--- src/gpb_pkg.sv ---
package gpb_pkg;

    // ***************************************************************
    // clock and timing
    // ***************************************************************
    localparam int CLK_HZ        = 25_000_000;
    localparam int CLK_MHZ       = CLK_HZ / 1_000_000;
    localparam int XTAL_DIV      = 15;                    // oscillator to instruction cycle
    localparam int SAMPLE_INSTR  = 3;                     // instruction cycles per count sample
    localparam int IFC_HOLD_US   = 100;                   // least time ifc is driven
    localparam int IFC_HOLD_CYC  = IFC_HOLD_US * CLK_MHZ; // least time, whole cycles
    localparam int ATN_WAIT_US   = 10;                    // longest wait for attention echo
    localparam int ATN_WAIT_CYC  = ATN_WAIT_US * CLK_MHZ; // longest time, whole cycles
    localparam int TMR_W         = 12;

    // ***************************************************************
    // host commands, written with register select high
    // ***************************************************************
    localparam logic [7:0] CMD_IACK     = 8'hE0; // clear event flags
    localparam logic [7:0] CMD_TCS      = 8'hE1; // take control synchronously
    localparam logic [7:0] CMD_TCA      = 8'hE2; // take control asynchronously
    localparam logic [7:0] CMD_GTS      = 8'hE3; // go to standby, release attention
    localparam logic [7:0] CMD_IFC      = 8'hE4; // send interface clear
    localparam logic [7:0] CMD_REN_ON   = 8'hE5;
    localparam logic [7:0] CMD_REN_OFF  = 8'hE6;
    localparam logic [7:0] CMD_EVC_ON   = 8'hE7; // enable event counting
    localparam logic [7:0] CMD_EVC_OFF  = 8'hE8;
    localparam logic [7:0] CMD_EVC_LOAD = 8'hE9; // load target from data byte, zero counter
    localparam logic [7:0] CMD_RD_CNT   = 8'hEA; // copy counter to output buffer

    // ***************************************************************
    // interrupt status byte fields
    // ***************************************************************
    localparam int ST_OBF  = 0;
    localparam int ST_IBF  = 1;
    localparam int ST_IFACE_CLEAR_RECEIVED_FLAG = 2;
    localparam int ST_EV   = 4;
    localparam int ST_SRQ  = 5;
    localparam int ST_ERR  = 6;
    localparam int ST_SYC  = 7;

    // ***************************************************************
    // synchronised input lanes
    // ***************************************************************
    localparam int SI_IFC_RECEIVED_LATCHED_IN = 0;
    localparam int SI_ATN  = 1;
    localparam int SI_SYC  = 2;
    localparam int SI_SRQ  = 3;
    localparam int SI_IFC  = 4;
    localparam int SI_CNT  = 5;
    localparam int SI_DAV  = 6;
    localparam int SI_W    = 7;

    // ***************************************************************
    // reset values
    // ***************************************************************
    localparam logic LATCH_CLEAR_RST = 1'b1;
    localparam logic [7:0] BYTE_RST  = 8'h00;

    typedef enum logic [5:0] {
        S_IDLE     = 6'h01, // not in charge
        S_ACTIVE   = 6'h02, // in charge, attention driven
        S_STANDBY  = 6'h04, // in charge, attention released
        S_TCS_WAIT = 6'h08, // waiting for handshake to go quiet
        S_ATN_WAIT = 6'h10, // waiting for attention echo
        S_IFC_SEND = 6'h20  // driving interface clear
    } gpb_state_e;

endpackage

--- src/gpb_ctrl.sv ---
`timescale 1ns/1ps
module gpb_ctrl
    import gpb_pkg::*;
(
    input  wire logic       clk_i,                       // oscillator clock
    input  wire logic       rst_n_i,                     // async reset, low
    input  wire logic       cs_n_i,                      // chip select, low
    input  wire logic       rd_n_i,                      // read strobe, low
    input  wire logic       wr_n_i,                      // write strobe, low
    input  wire logic       register_select_i,           // high: status/command
    input  wire logic [7:0] data_i,                      // host data in
    output logic      [7:0] data_o,                      // host data out
    output logic            data_oe_o,                   // host data drive
    input  wire logic       ifc_received_latched_in_i,   // latched ifc seen
    output logic            latch_clear_out_o,           // clears ifc latch
    input  wire logic       attention_monitor_in_i,      // bus attention level
    output logic            attention_drive_out_o,       // bus attention drive
    input  wire logic       system_ctrl_switch_in_i,     // system controller switch
    input  wire logic       srq_i,                       // service request line
    input  wire logic       dav_i,                       // data valid line
    input  wire logic       ifc_i,                       // interface clear level
    output logic            ifc_o,                       // interface clear value
    output logic            ifc_oe_o,                    // interface clear drive
    output logic            ren_o,                       // remote enable
    input  wire logic       count_i,                     // event count input
    output logic            sync_o,                      // instruction clock
    output logic            spi_o,                       // special interrupt
    output logic            cic_o                        // controller in charge
);
    // ***************************************************************
    // synchronisers and divider
    // ***************************************************************
    logic [SI_W-1:0] raw;
    logic [SI_W-1:0] sy;
    logic            instr_stb;

    assign raw = {dav_i, count_i, ifc_i, srq_i, system_ctrl_switch_in_i,
                  attention_monitor_in_i, ifc_received_latched_in_i};

    gpb_sync #(.W(SI_W)) u_sync (
        .clk_i   (clk_i),
        .rst_n_i (rst_n_i),
        .async_i (raw),
        .sync_o  (sy)
    );

    gpb_div u_div (
        .clk_i   (clk_i),
        .rst_n_i (rst_n_i),
        .sync_o  (sync_o),
        .stb_o   (instr_stb)
    );

    // ***************************************************************
    // host port
    // ***************************************************************
    logic       wr_prev_q, wr_prev_d;
    logic       rd_act_q, rd_act_d;
    logic       rsel_q, rsel_d;
    logic [7:0] ibuf_q, ibuf_d;
    logic       ibf_q, ibf_d;
    logic [7:0] obuf_q, obuf_d;
    logic       obf_q, obf_d;
    logic [7:0] dout_q, dout_d;
    logic       oe_q, oe_d;
    logic       wr_take, cmd_stb;
    logic [7:0] cmd;
    logic [7:0] status;
    logic       load_take, cnt_copy;
    logic [7:0] ev_cnt_q;

    // host strobes qualified by chip select
    assign wr_take = ~cs_n_i & ~wr_n_i & ~wr_prev_q;
    assign cmd_stb = wr_take & register_select_i;
    assign cmd     = data_i;

    always_comb begin
        wr_prev_d = ~cs_n_i & ~wr_n_i;
        rd_act_d  = ~cs_n_i & ~rd_n_i;
        rsel_d    = rd_act_d ? register_select_i : rsel_q;
        ibuf_d    = ibuf_q;
        ibf_d     = ibf_q;
        obuf_d    = obuf_q;
        obf_d     = obf_q;
        // data byte into input buffer
        if (wr_take && !register_select_i) begin
            ibuf_d = data_i;
            ibf_d  = 1'b1;
        end else if (load_take) begin
            ibf_d  = 1'b0;
        end
        // output buffer emptied by a data read, refill wins
        if (rd_act_q && !rd_act_d && !rsel_q) begin
            obf_d = 1'b0;
        end
        if (cnt_copy) begin
            obuf_d = ev_cnt_q;
            obf_d  = 1'b1;
        end
        dout_d = register_select_i ? status : obuf_q;
        oe_d   = rd_act_d;
    end

    always_ff @(posedge clk_i or negedge rst_n_i) begin
        if (!rst_n_i) begin
            wr_prev_q <= 1'b0;
            rd_act_q  <= 1'b0;
            rsel_q    <= 1'b0;
            ibuf_q    <= BYTE_RST;
            ibf_q     <= 1'b0;
            obuf_q    <= BYTE_RST;
            obf_q     <= 1'b0;
            dout_q    <= BYTE_RST;
            oe_q      <= 1'b0;
        end else begin
            wr_prev_q <= wr_prev_d;
            rd_act_q  <= rd_act_d;
            rsel_q    <= rsel_d;
            ibuf_q    <= ibuf_d;
            ibf_q     <= ibf_d;
            obuf_q    <= obuf_d;
            obf_q     <= obf_d;
            dout_q    <= dout_d;
            oe_q      <= oe_d;
        end
    end

    assign data_o    = dout_q;
    assign data_oe_o = oe_q;
    assign load_take = cmd_stb && (cmd == CMD_EVC_LOAD);
    assign cnt_copy  = cmd_stb && (cmd == CMD_RD_CNT);

    // ***************************************************************
    // control state machine
    // ***************************************************************
    gpb_state_e       st_q, st_d;
    logic [TMR_W-1:0] tmr_q, tmr_d;
    logic             atn_q, atn_d;
    logic             ifc_q, ifc_d;
    logic             ren_q, ren_d;
    logic             clr_q, clr_d;
    logic             ifc_lost, seize_err, in_charge;

    assign in_charge = (st_q != S_IDLE) && (st_q != S_IFC_SEND);
    // clear received only counts when someone else is system controller
    assign ifc_lost  = sy[SI_IFC_RECEIVED_LATCHED_IN] & ~sy[SI_SYC];

    always_comb begin
        st_d      = st_q;
        tmr_d     = tmr_q;
        atn_d     = atn_q;
        ifc_d     = 1'b0;
        ren_d     = ren_q & sy[SI_SYC];
        clr_d     = 1'b0;
        seize_err = 1'b0;
        if (cmd_stb && cmd == CMD_REN_ON && sy[SI_SYC]) begin
            ren_d = 1'b1;
        end
        if (cmd_stb && cmd == CMD_REN_OFF) begin
            ren_d = 1'b0;
        end
        if (ifc_lost) begin
            st_d  = S_IDLE;
            atn_d = 1'b0;
            clr_d = 1'b1;
        end else begin
            case (st_q)
                S_IDLE, S_ACTIVE, S_STANDBY: begin
                    if (cmd_stb && cmd == CMD_IFC) begin
                        if (sy[SI_SYC]) begin
                            st_d  = S_IFC_SEND;
                            ifc_d = 1'b1;                // full hold from the first cycle
                            tmr_d = TMR_W'(IFC_HOLD_CYC - 1);
                        end else begin
                            seize_err = 1'b1;
                        end
                    end else if (cmd_stb && cmd == CMD_TCS && st_q == S_STANDBY) begin
                        st_d = S_TCS_WAIT;
                    end else if (cmd_stb && cmd == CMD_TCA && st_q == S_STANDBY) begin
                        atn_d = 1'b1;
                        st_d  = S_ATN_WAIT;
                        tmr_d = TMR_W'(ATN_WAIT_CYC - 1);
                    end else if (cmd_stb && cmd == CMD_GTS && st_q == S_ACTIVE) begin
                        atn_d = 1'b0;
                        st_d  = S_STANDBY;
                    end
                end
                S_TCS_WAIT: begin
                    // seize only between bytes, never mid handshake
                    if (!sy[SI_DAV]) begin
                        atn_d = 1'b1;
                        st_d  = S_ATN_WAIT;
                        tmr_d = TMR_W'(ATN_WAIT_CYC - 1);
                    end
                end
                S_ATN_WAIT: begin
                    if (sy[SI_ATN]) begin
                        st_d = S_ACTIVE;
                    end else if (tmr_q == '0) begin
                        atn_d     = 1'b0;
                        st_d      = S_STANDBY;
                        seize_err = 1'b1;
                    end else begin
                        tmr_d = tmr_q - 1'b1;
                    end
                end
                S_IFC_SEND: begin
                    ifc_d = 1'b1;
                    if (tmr_q == '0) begin
                        ifc_d     = 1'b0;
                        atn_d     = 1'b1;
                        st_d      = S_ACTIVE;
                        seize_err = ~sy[SI_IFC];
                    end else begin
                        tmr_d = tmr_q - 1'b1;
                    end
                end
                default: begin
                    st_d  = S_IDLE;
                    atn_d = 1'b0;
                end
            endcase
        end
    end

    always_ff @(posedge clk_i or negedge rst_n_i) begin
        if (!rst_n_i) begin
            st_q  <= S_IDLE;
            tmr_q <= '0;
            atn_q <= 1'b0;
            ifc_q <= 1'b0;
            ren_q <= 1'b0;
            clr_q <= LATCH_CLEAR_RST;
        end else begin
            st_q  <= st_d;
            tmr_q <= tmr_d;
            atn_q <= atn_d;
            ifc_q <= ifc_d;
            ren_q <= ren_d;
            clr_q <= clr_d;
        end
    end

    // ***************************************************************
    // event counter
    // ***************************************************************
    logic [1:0] smp_q, smp_d;
    logic       cnt_prev_q, cnt_prev_d;
    logic       evc_en_q, evc_en_d;
    logic [7:0] ev_cnt_d;
    logic [7:0] tgt_q, tgt_d;
    logic       ev_hit;

    always_comb begin
        smp_d      = smp_q;
        cnt_prev_d = cnt_prev_q;
        evc_en_d   = evc_en_q;
        ev_cnt_d   = ev_cnt_q;
        tgt_d      = tgt_q;
        ev_hit     = 1'b0;
        if (cmd_stb && cmd == CMD_EVC_ON)  evc_en_d = 1'b1;
        if (cmd_stb && cmd == CMD_EVC_OFF) evc_en_d = 1'b0;
        if (instr_stb) begin
            smp_d = (smp_q == 2'(SAMPLE_INSTR - 1)) ? 2'h0 : 2'(smp_q + 2'h1);
        end
        if (instr_stb && smp_q == 2'h0) begin
            cnt_prev_d = sy[SI_CNT];
            if (evc_en_q && cnt_prev_q && !sy[SI_CNT]) begin
                ev_cnt_d = ev_cnt_q + 8'h01;
                ev_hit   = (ev_cnt_d == tgt_q);
            end
        end
        if (load_take) begin
            tgt_d    = ibuf_q;
            ev_cnt_d = 8'h00;
        end
    end

    always_ff @(posedge clk_i or negedge rst_n_i) begin
        if (!rst_n_i) begin
            smp_q      <= 2'h0;
            cnt_prev_q <= 1'b0;
            evc_en_q   <= 1'b0;
            ev_cnt_q   <= BYTE_RST;
            tgt_q      <= BYTE_RST;
        end else begin
            smp_q      <= smp_d;
            cnt_prev_q <= cnt_prev_d;
            evc_en_q   <= evc_en_d;
            ev_cnt_q   <= ev_cnt_d;
            tgt_q      <= tgt_d;
        end
    end

    // ***************************************************************
    // sticky event flags, set wins over acknowledge
    // ***************************************************************
    logic [4:0] flg_q, flg_d;        // syc, err, srq, ev, iface_clear_received_flag
    logic       syc_prev_q, syc_prev_d;
    logic [1:0] warm_q, warm_d;      // synchroniser settle count
    logic [4:0] flg_set;
    logic       spi_q, spi_d;
    logic       cic_q, cic_d;

    always_comb begin
        syc_prev_d = sy[SI_SYC];
        // no switch change reported while the synchroniser fills after reset
        warm_d     = (&warm_q) ? warm_q : 2'(warm_q + 2'h1);
        flg_set    = {(sy[SI_SYC] ^ syc_prev_q) & (&warm_q),
                      seize_err,
                      sy[SI_SRQ] & in_charge,
                      ev_hit,
                      ifc_lost & in_charge};
        flg_d      = (cmd_stb && cmd == CMD_IACK) ? 5'h00 : flg_q;
        flg_d      = flg_d | flg_set;
        spi_d      = |flg_d;
        cic_d      = (st_d != S_IDLE) && (st_d != S_IFC_SEND);
    end

    always_ff @(posedge clk_i or negedge rst_n_i) begin
        if (!rst_n_i) begin
            flg_q      <= 5'h00;
            syc_prev_q <= 1'b0;
            warm_q     <= 2'h0;
            spi_q      <= 1'b0;
            cic_q      <= 1'b0;
        end else begin
            flg_q      <= flg_d;
            syc_prev_q <= syc_prev_d;
            warm_q     <= warm_d;
            spi_q      <= spi_d;
            cic_q      <= cic_d;
        end
    end

    // status byte layout
    always_comb begin
        status          = 8'h00;
        status[ST_OBF]  = obf_q;
        status[ST_IBF]  = ibf_q;
        status[ST_IFACE_CLEAR_RECEIVED_FLAG] = flg_q[0];
        status[ST_EV]   = flg_q[1];
        status[ST_SRQ]  = flg_q[2];
        status[ST_ERR]  = flg_q[3];
        status[ST_SYC]  = flg_q[4];
    end

    // ***************************************************************
    // bus outputs
    // ***************************************************************
    assign latch_clear_out_o     = clr_q;
    assign attention_drive_out_o = atn_q;
    assign ifc_o                 = ifc_q;
    assign ifc_oe_o              = ifc_q;
    assign ren_o                 = ren_q;
    assign spi_o                 = spi_q;
    assign cic_o                 = cic_q;
endmodule

--- src/gpb_sync.sv ---
`timescale 1ns/1ps
module gpb_sync #(
    parameter int W = 1
) (
    input  wire logic         clk_i,   // system clock
    input  wire logic         rst_n_i, // async reset, low
    input  wire logic [W-1:0] async_i, // raw inputs
    output logic      [W-1:0] sync_o   // synchronised inputs
);
    // ***************************************************************
    // two flip-flop synchroniser per lane
    // ***************************************************************
    genvar g;
    generate
        for (g = 0; g < W; g++) begin : g_lane
            logic meta_q;
            logic stab_q;
            // first stage feeds only the second
            always_ff @(posedge clk_i or negedge rst_n_i) begin
                if (!rst_n_i) begin
                    meta_q <= 1'b0;
                    stab_q <= 1'b0;
                end else begin
                    meta_q <= async_i[g];
                    stab_q <= meta_q;
                end
            end
            assign sync_o[g] = stab_q;
        end
    endgenerate
endmodule

--- src/gpb_div.sv ---
`timescale 1ns/1ps
module gpb_div
    import gpb_pkg::*;
(
    input  wire logic clk_i,   // oscillator clock
    input  wire logic rst_n_i, // async reset, low
    output logic      sync_o,  // instruction clock out
    output logic      stb_o    // one pulse per instruction cycle
);
    logic [3:0] cnt_q;
    logic [3:0] cnt_d;
    logic       sync_q;
    logic       sync_d;
    logic       stb_q;
    logic       stb_d;

    // ***************************************************************
    // divide by fifteen, high for the first eight cycles
    // ***************************************************************
    always_comb begin
        stb_d  = (cnt_q == 4'(XTAL_DIV - 1));
        cnt_d  = stb_d ? 4'h0 : 4'(cnt_q + 4'h1);
        sync_d = (cnt_d < 4'((XTAL_DIV + 1) / 2));
    end

    always_ff @(posedge clk_i or negedge rst_n_i) begin
        if (!rst_n_i) begin
            cnt_q  <= 4'h0;
            sync_q <= 1'b0;
            stb_q  <= 1'b0;
        end else begin
            cnt_q  <= cnt_d;
            sync_q <= sync_d;
            stb_q  <= stb_d;
        end
    end

    assign sync_o = sync_q;
    assign stb_o  = stb_q;
endmodule

--- config.mk ---
export PLATFORM = sky130hd
export DESIGN_NAME = gpb_ctrl
export DESIGN_NICKNAME = d
export VERILOG_FILES = /design/src/gpb_pkg.sv /design/src/gpb_ctrl.sv /design/src/gpb_sync.sv /design/src/gpb_div.sv
export SDC_FILE = /design/constraint.sdc
export NUM_CORES = 1
export LEC_CHECK = 0
export CAP_MARGIN = 20
export CELL_PAD_IN_SITES_DETAIL_PLACEMENT = 1
export CELL_PAD_IN_SITES_GLOBAL_PLACEMENT = 1
export CORE_ASPECT_RATIO = 0.7
export CORE_MARGIN = 5
export CORE_UTILIZATION = 53
export DETAILED_ROUTE_END_ITERATION = 10
export DONT_BUFFER_PORTS = 1
export GPL_ROUTABILITY_DRIVEN = 1
export MAX_ROUTING_LAYER = met4
export PLACE_DENSITY_LB_ADDON = 0.1
export SYNTH_ARGS = -nofsm -noshare
export SYNTH_HDL_FRONTEND = slang
export SYNTH_SLANG_ARGS = --single-unit
--- constraint.sdc ---
create_clock -name clk_i -period 4.29 [get_ports clk_i]
set_clock_uncertainty 0.15 [all_clocks]
set_input_delay 0.858 -clock clk_i [delete_from_list [all_inputs] [get_ports clk_i]]
set_output_delay 0.858 -clock clk_i [all_outputs]
set_load 0.02 [all_outputs]
==> impl_metrics.toml <==
[sta]
post-route-period-util_pct = 69.1
rsz0062_at_grt = "false"
finalSetupTns_ns = 0
fmax_mhz = 337
period_minus_slack_ns = 2.97
final-setup-viol-count = 0
finalHoldViolations = 0
slew_headroom_pct = 23.3
hold_slack_ns = 0.0470
final_max_slew_viol_count = 0
tightest_slew_ns = 1.14

[synth]
netlist_instances = 421
synth_area_um2 = 4740
synth_fp_nets = 445
synth_top_area_cell = "dfrtp_1"
yosysTopAreaCellShare_pct = 52.2
yosysSeqAreaShare_pct = 53.4
postSynthAreaPerCell_um2 = 11.3
ys_ff_latch = 101
ys_async_sr_fraction_pct = 100
synthFlopType = "dfrtp_1"
yosysUniqueCellTypes = 70
ys_warn_count = 0
synth_edf_count = 0
synthTopCellsByArea = "dfrtp_1, mux2_2, nor2_1"
netlist_top_cells_count = "dfrtp_1, nor2_1, mux2_2, nand2_1, o21ai_0"
synth_most_common_cell = "dfrtp_1"

[clock_network]
cts_tree = "done"
cts_htree_levels = 3
cts_root_buf = "clkbuf_16"
clkTransAtPathRegs_ns = 0.07
postCtsSetupBuffers = 0
cts.sinks = 101
cts-buffers-inserted = 9
cts_buffer_depth = 2
holdBufCountCts = 0
clock_latency_ns = 0.35
ctsResizeCount = 0

[drt]
first_pass_iters = 4
drt_iter0_drc = 282
vias_per_cell = 6.11
routed_wl_um = 11200
vias = 3277
drc_errors = 0
wl_per_cell_um = 21.0
ant_nets = 0

[pwr]
p_clk_share_pct = 37.4
finalPower_mw = 2.05
max-vdd-ir-drop_mv = 0.242
seq_power_share_pct = 52.6
switching_power_mw = 0.541
powerDensity_nw_per_um2 = 404
pwr-share-comb_pct = 10.0
p_leak_nw = 2.10
p_sw_share_pct = 26.4
p_int_mw = 1.51

[worst_hold_path]
hold_path_class = "in2async"

[layout]
drive_gt1_share_pct = 17.5
seqCellArea_um2 = 2530
fin_cells = 536
synthToLayoutAreaGrowth_pct = 7.10
antennaDiodeCount = 0
nNetsFinal = 435
multiInputGateArea_um2 = 2080
final_cell_area_um2 = 5080
fill_cells = 883

[global_route]
antenna_found_initial = 0
grt_pass1_wl_um = 18700
overflow = 0
grt_pass1_vias = 3398
grt_use_total_pct = 23.4
grt_max_degree = 102

[critical_path]
crit_type = "reg2reg"
path_max_fanout = 7
cpMaxStageDelayCell = "or4_4"
start_kind = "flip-flop"
timing.rr.start = "tmr_q[0]$_DFFE_PN0P_"
worstSetupStartpoint = "tmr_q[0]$_DFFE_PN0P_"
cp-end-kind = "flip-flop"
slowest_delay_ns = 0.57
critPathRequiredTime_ns = 4.38
cp.arrival_ns = 3.05
crit_chain = "inv_1 > ha_1 > or4b_4 > or4_4 > a221oi_4 > o21a_4 > nor2_2 > a32o_1"

[status]
status = "complete, no violations"

[floorplanning]
rows = 28
die-width_um = 123
initial_core_util_pct = 55.2
core_um2 = 8580
dieArea_um2 = 11000
fp.dieH_um = 89.1
ios = 38

[placement]
place_area_um2 = 4800
port_buffers = 0
place_congestion = 0.878
hpwlAfterDp_um = 7860
dp_cells = 520

[job]
max_cap_viol_count = 0
registers in the layout (all words and copies together), names as in the netlist, 2 cells and up:
name	count
data_o	8
ev_cnt_q	8
flg_q	5
ibuf_q	8
obuf_q	8
smp_q	2
st_q	6
tgt_q	8
tmr_q	12
u_div.cnt_q	4
u_sync.g_lane.meta_q	7
u_sync.g_lane.stab_q	7
warm_q	2
per-layer routing:
metal  wire (um)  up-vias  global-route usage [%]
met4          78        0                    4.82
met5           0        -                       -
li1            -     1507                       -
met2        4940      102                    34.0
met3         866        5                    7.59
met1        5360     1663                    32.4
worst paths after layout:
path | slack, ns | to | cells past startpoint
hold reg to reg | 0.20 | u_sync.g_lane[2].stab_q$_DFF_PN0_ | 0
max in group asynchronous | 3.69 | latch_clear_out_o$_DFF_PN1_ | 0
hold / removal | 0.05 | st_q[1]$_DFF_PN0_ | 0
setup / recovery | 1.32 | tmr_q[9]$_DFFE_PN0P_ | 8
setup reg to reg | 1.32 | tmr_q[9]$_DFFE_PN0P_ | 8
min in group clk_i | 0.20 | u_sync.g_lane[2].stab_q$_DFF_PN0_ | 0
area by class of cell:
type	count	area share (%)
Inverter	10	0.739
Multi-Input combinational cell	289	41.0
Clock buffer	11	4.78
Clock inverter	5	0.714
Tap cell	120	2.96
Sequential cell	101	49.8
stage by stage:
stage | util, % | setup WS (ns)
2_1_floorplan | - | 1.35
3_3_place_gp | 55.9 | 1.08
4_1_cts | 59.2 | 1.34
6_report | 59.2 | 1.32
5_1_grt | 59.2 | 1.23
3_5_place_dp | 55.9 | 0.995
placed cells by master (no fill, tap or decap), drive strengths merged, types with 4 or more instances in the layout:
master	n
dfrtp	99
nor2	41
mux2	34
nand2	22
o21ai	22
xor2	13
a21oi	13
nor3	13
xnor2	11
inv	11
clkbuf	11
a31oi	9
nand3	7
nand4	7
nor4	6
nor2b	5
nand2b	5
o31ai	5
or3	4
nand4b	4
nor3b	4
or4	4
power groups by stage:
stage	clock [mW]	combinational (mW)	sequential [mW]
2_1_floorplan	0	0.178	1.07
3_3_place_gp	0	0.194	1.09
5_1_grt	0.835	0.223	1.09
3_5_place_dp	0	0.199	1.09
4_1_cts	0.786	0.204	1.08
6_report	0.766	0.206	1.08
logic make-up after synthesis:
family	synth area share (%)
buffers and inverters	2.74
adder cells (fa/ha/maj)	0.792
multiplexers	8.50
AO/OA/AOI/OAI	13.9
XOR/XNOR	4.43
AND/OR/NAND/NOR	16.3
flip-flops	53.4
worst max-delay path: cells and delay by family, from the launching register on:
family                   cells  cell delay, ns
AO/OA/AOI/OAI                3            0.88
adder cells (fa/ha/maj)      1            0.20
buffers and inverters        1            0.07
flip-flops                   1            0.41
AND/OR/NAND/NOR              3            1.15
No activity file was read; power rests on OpenSTA's default activity.
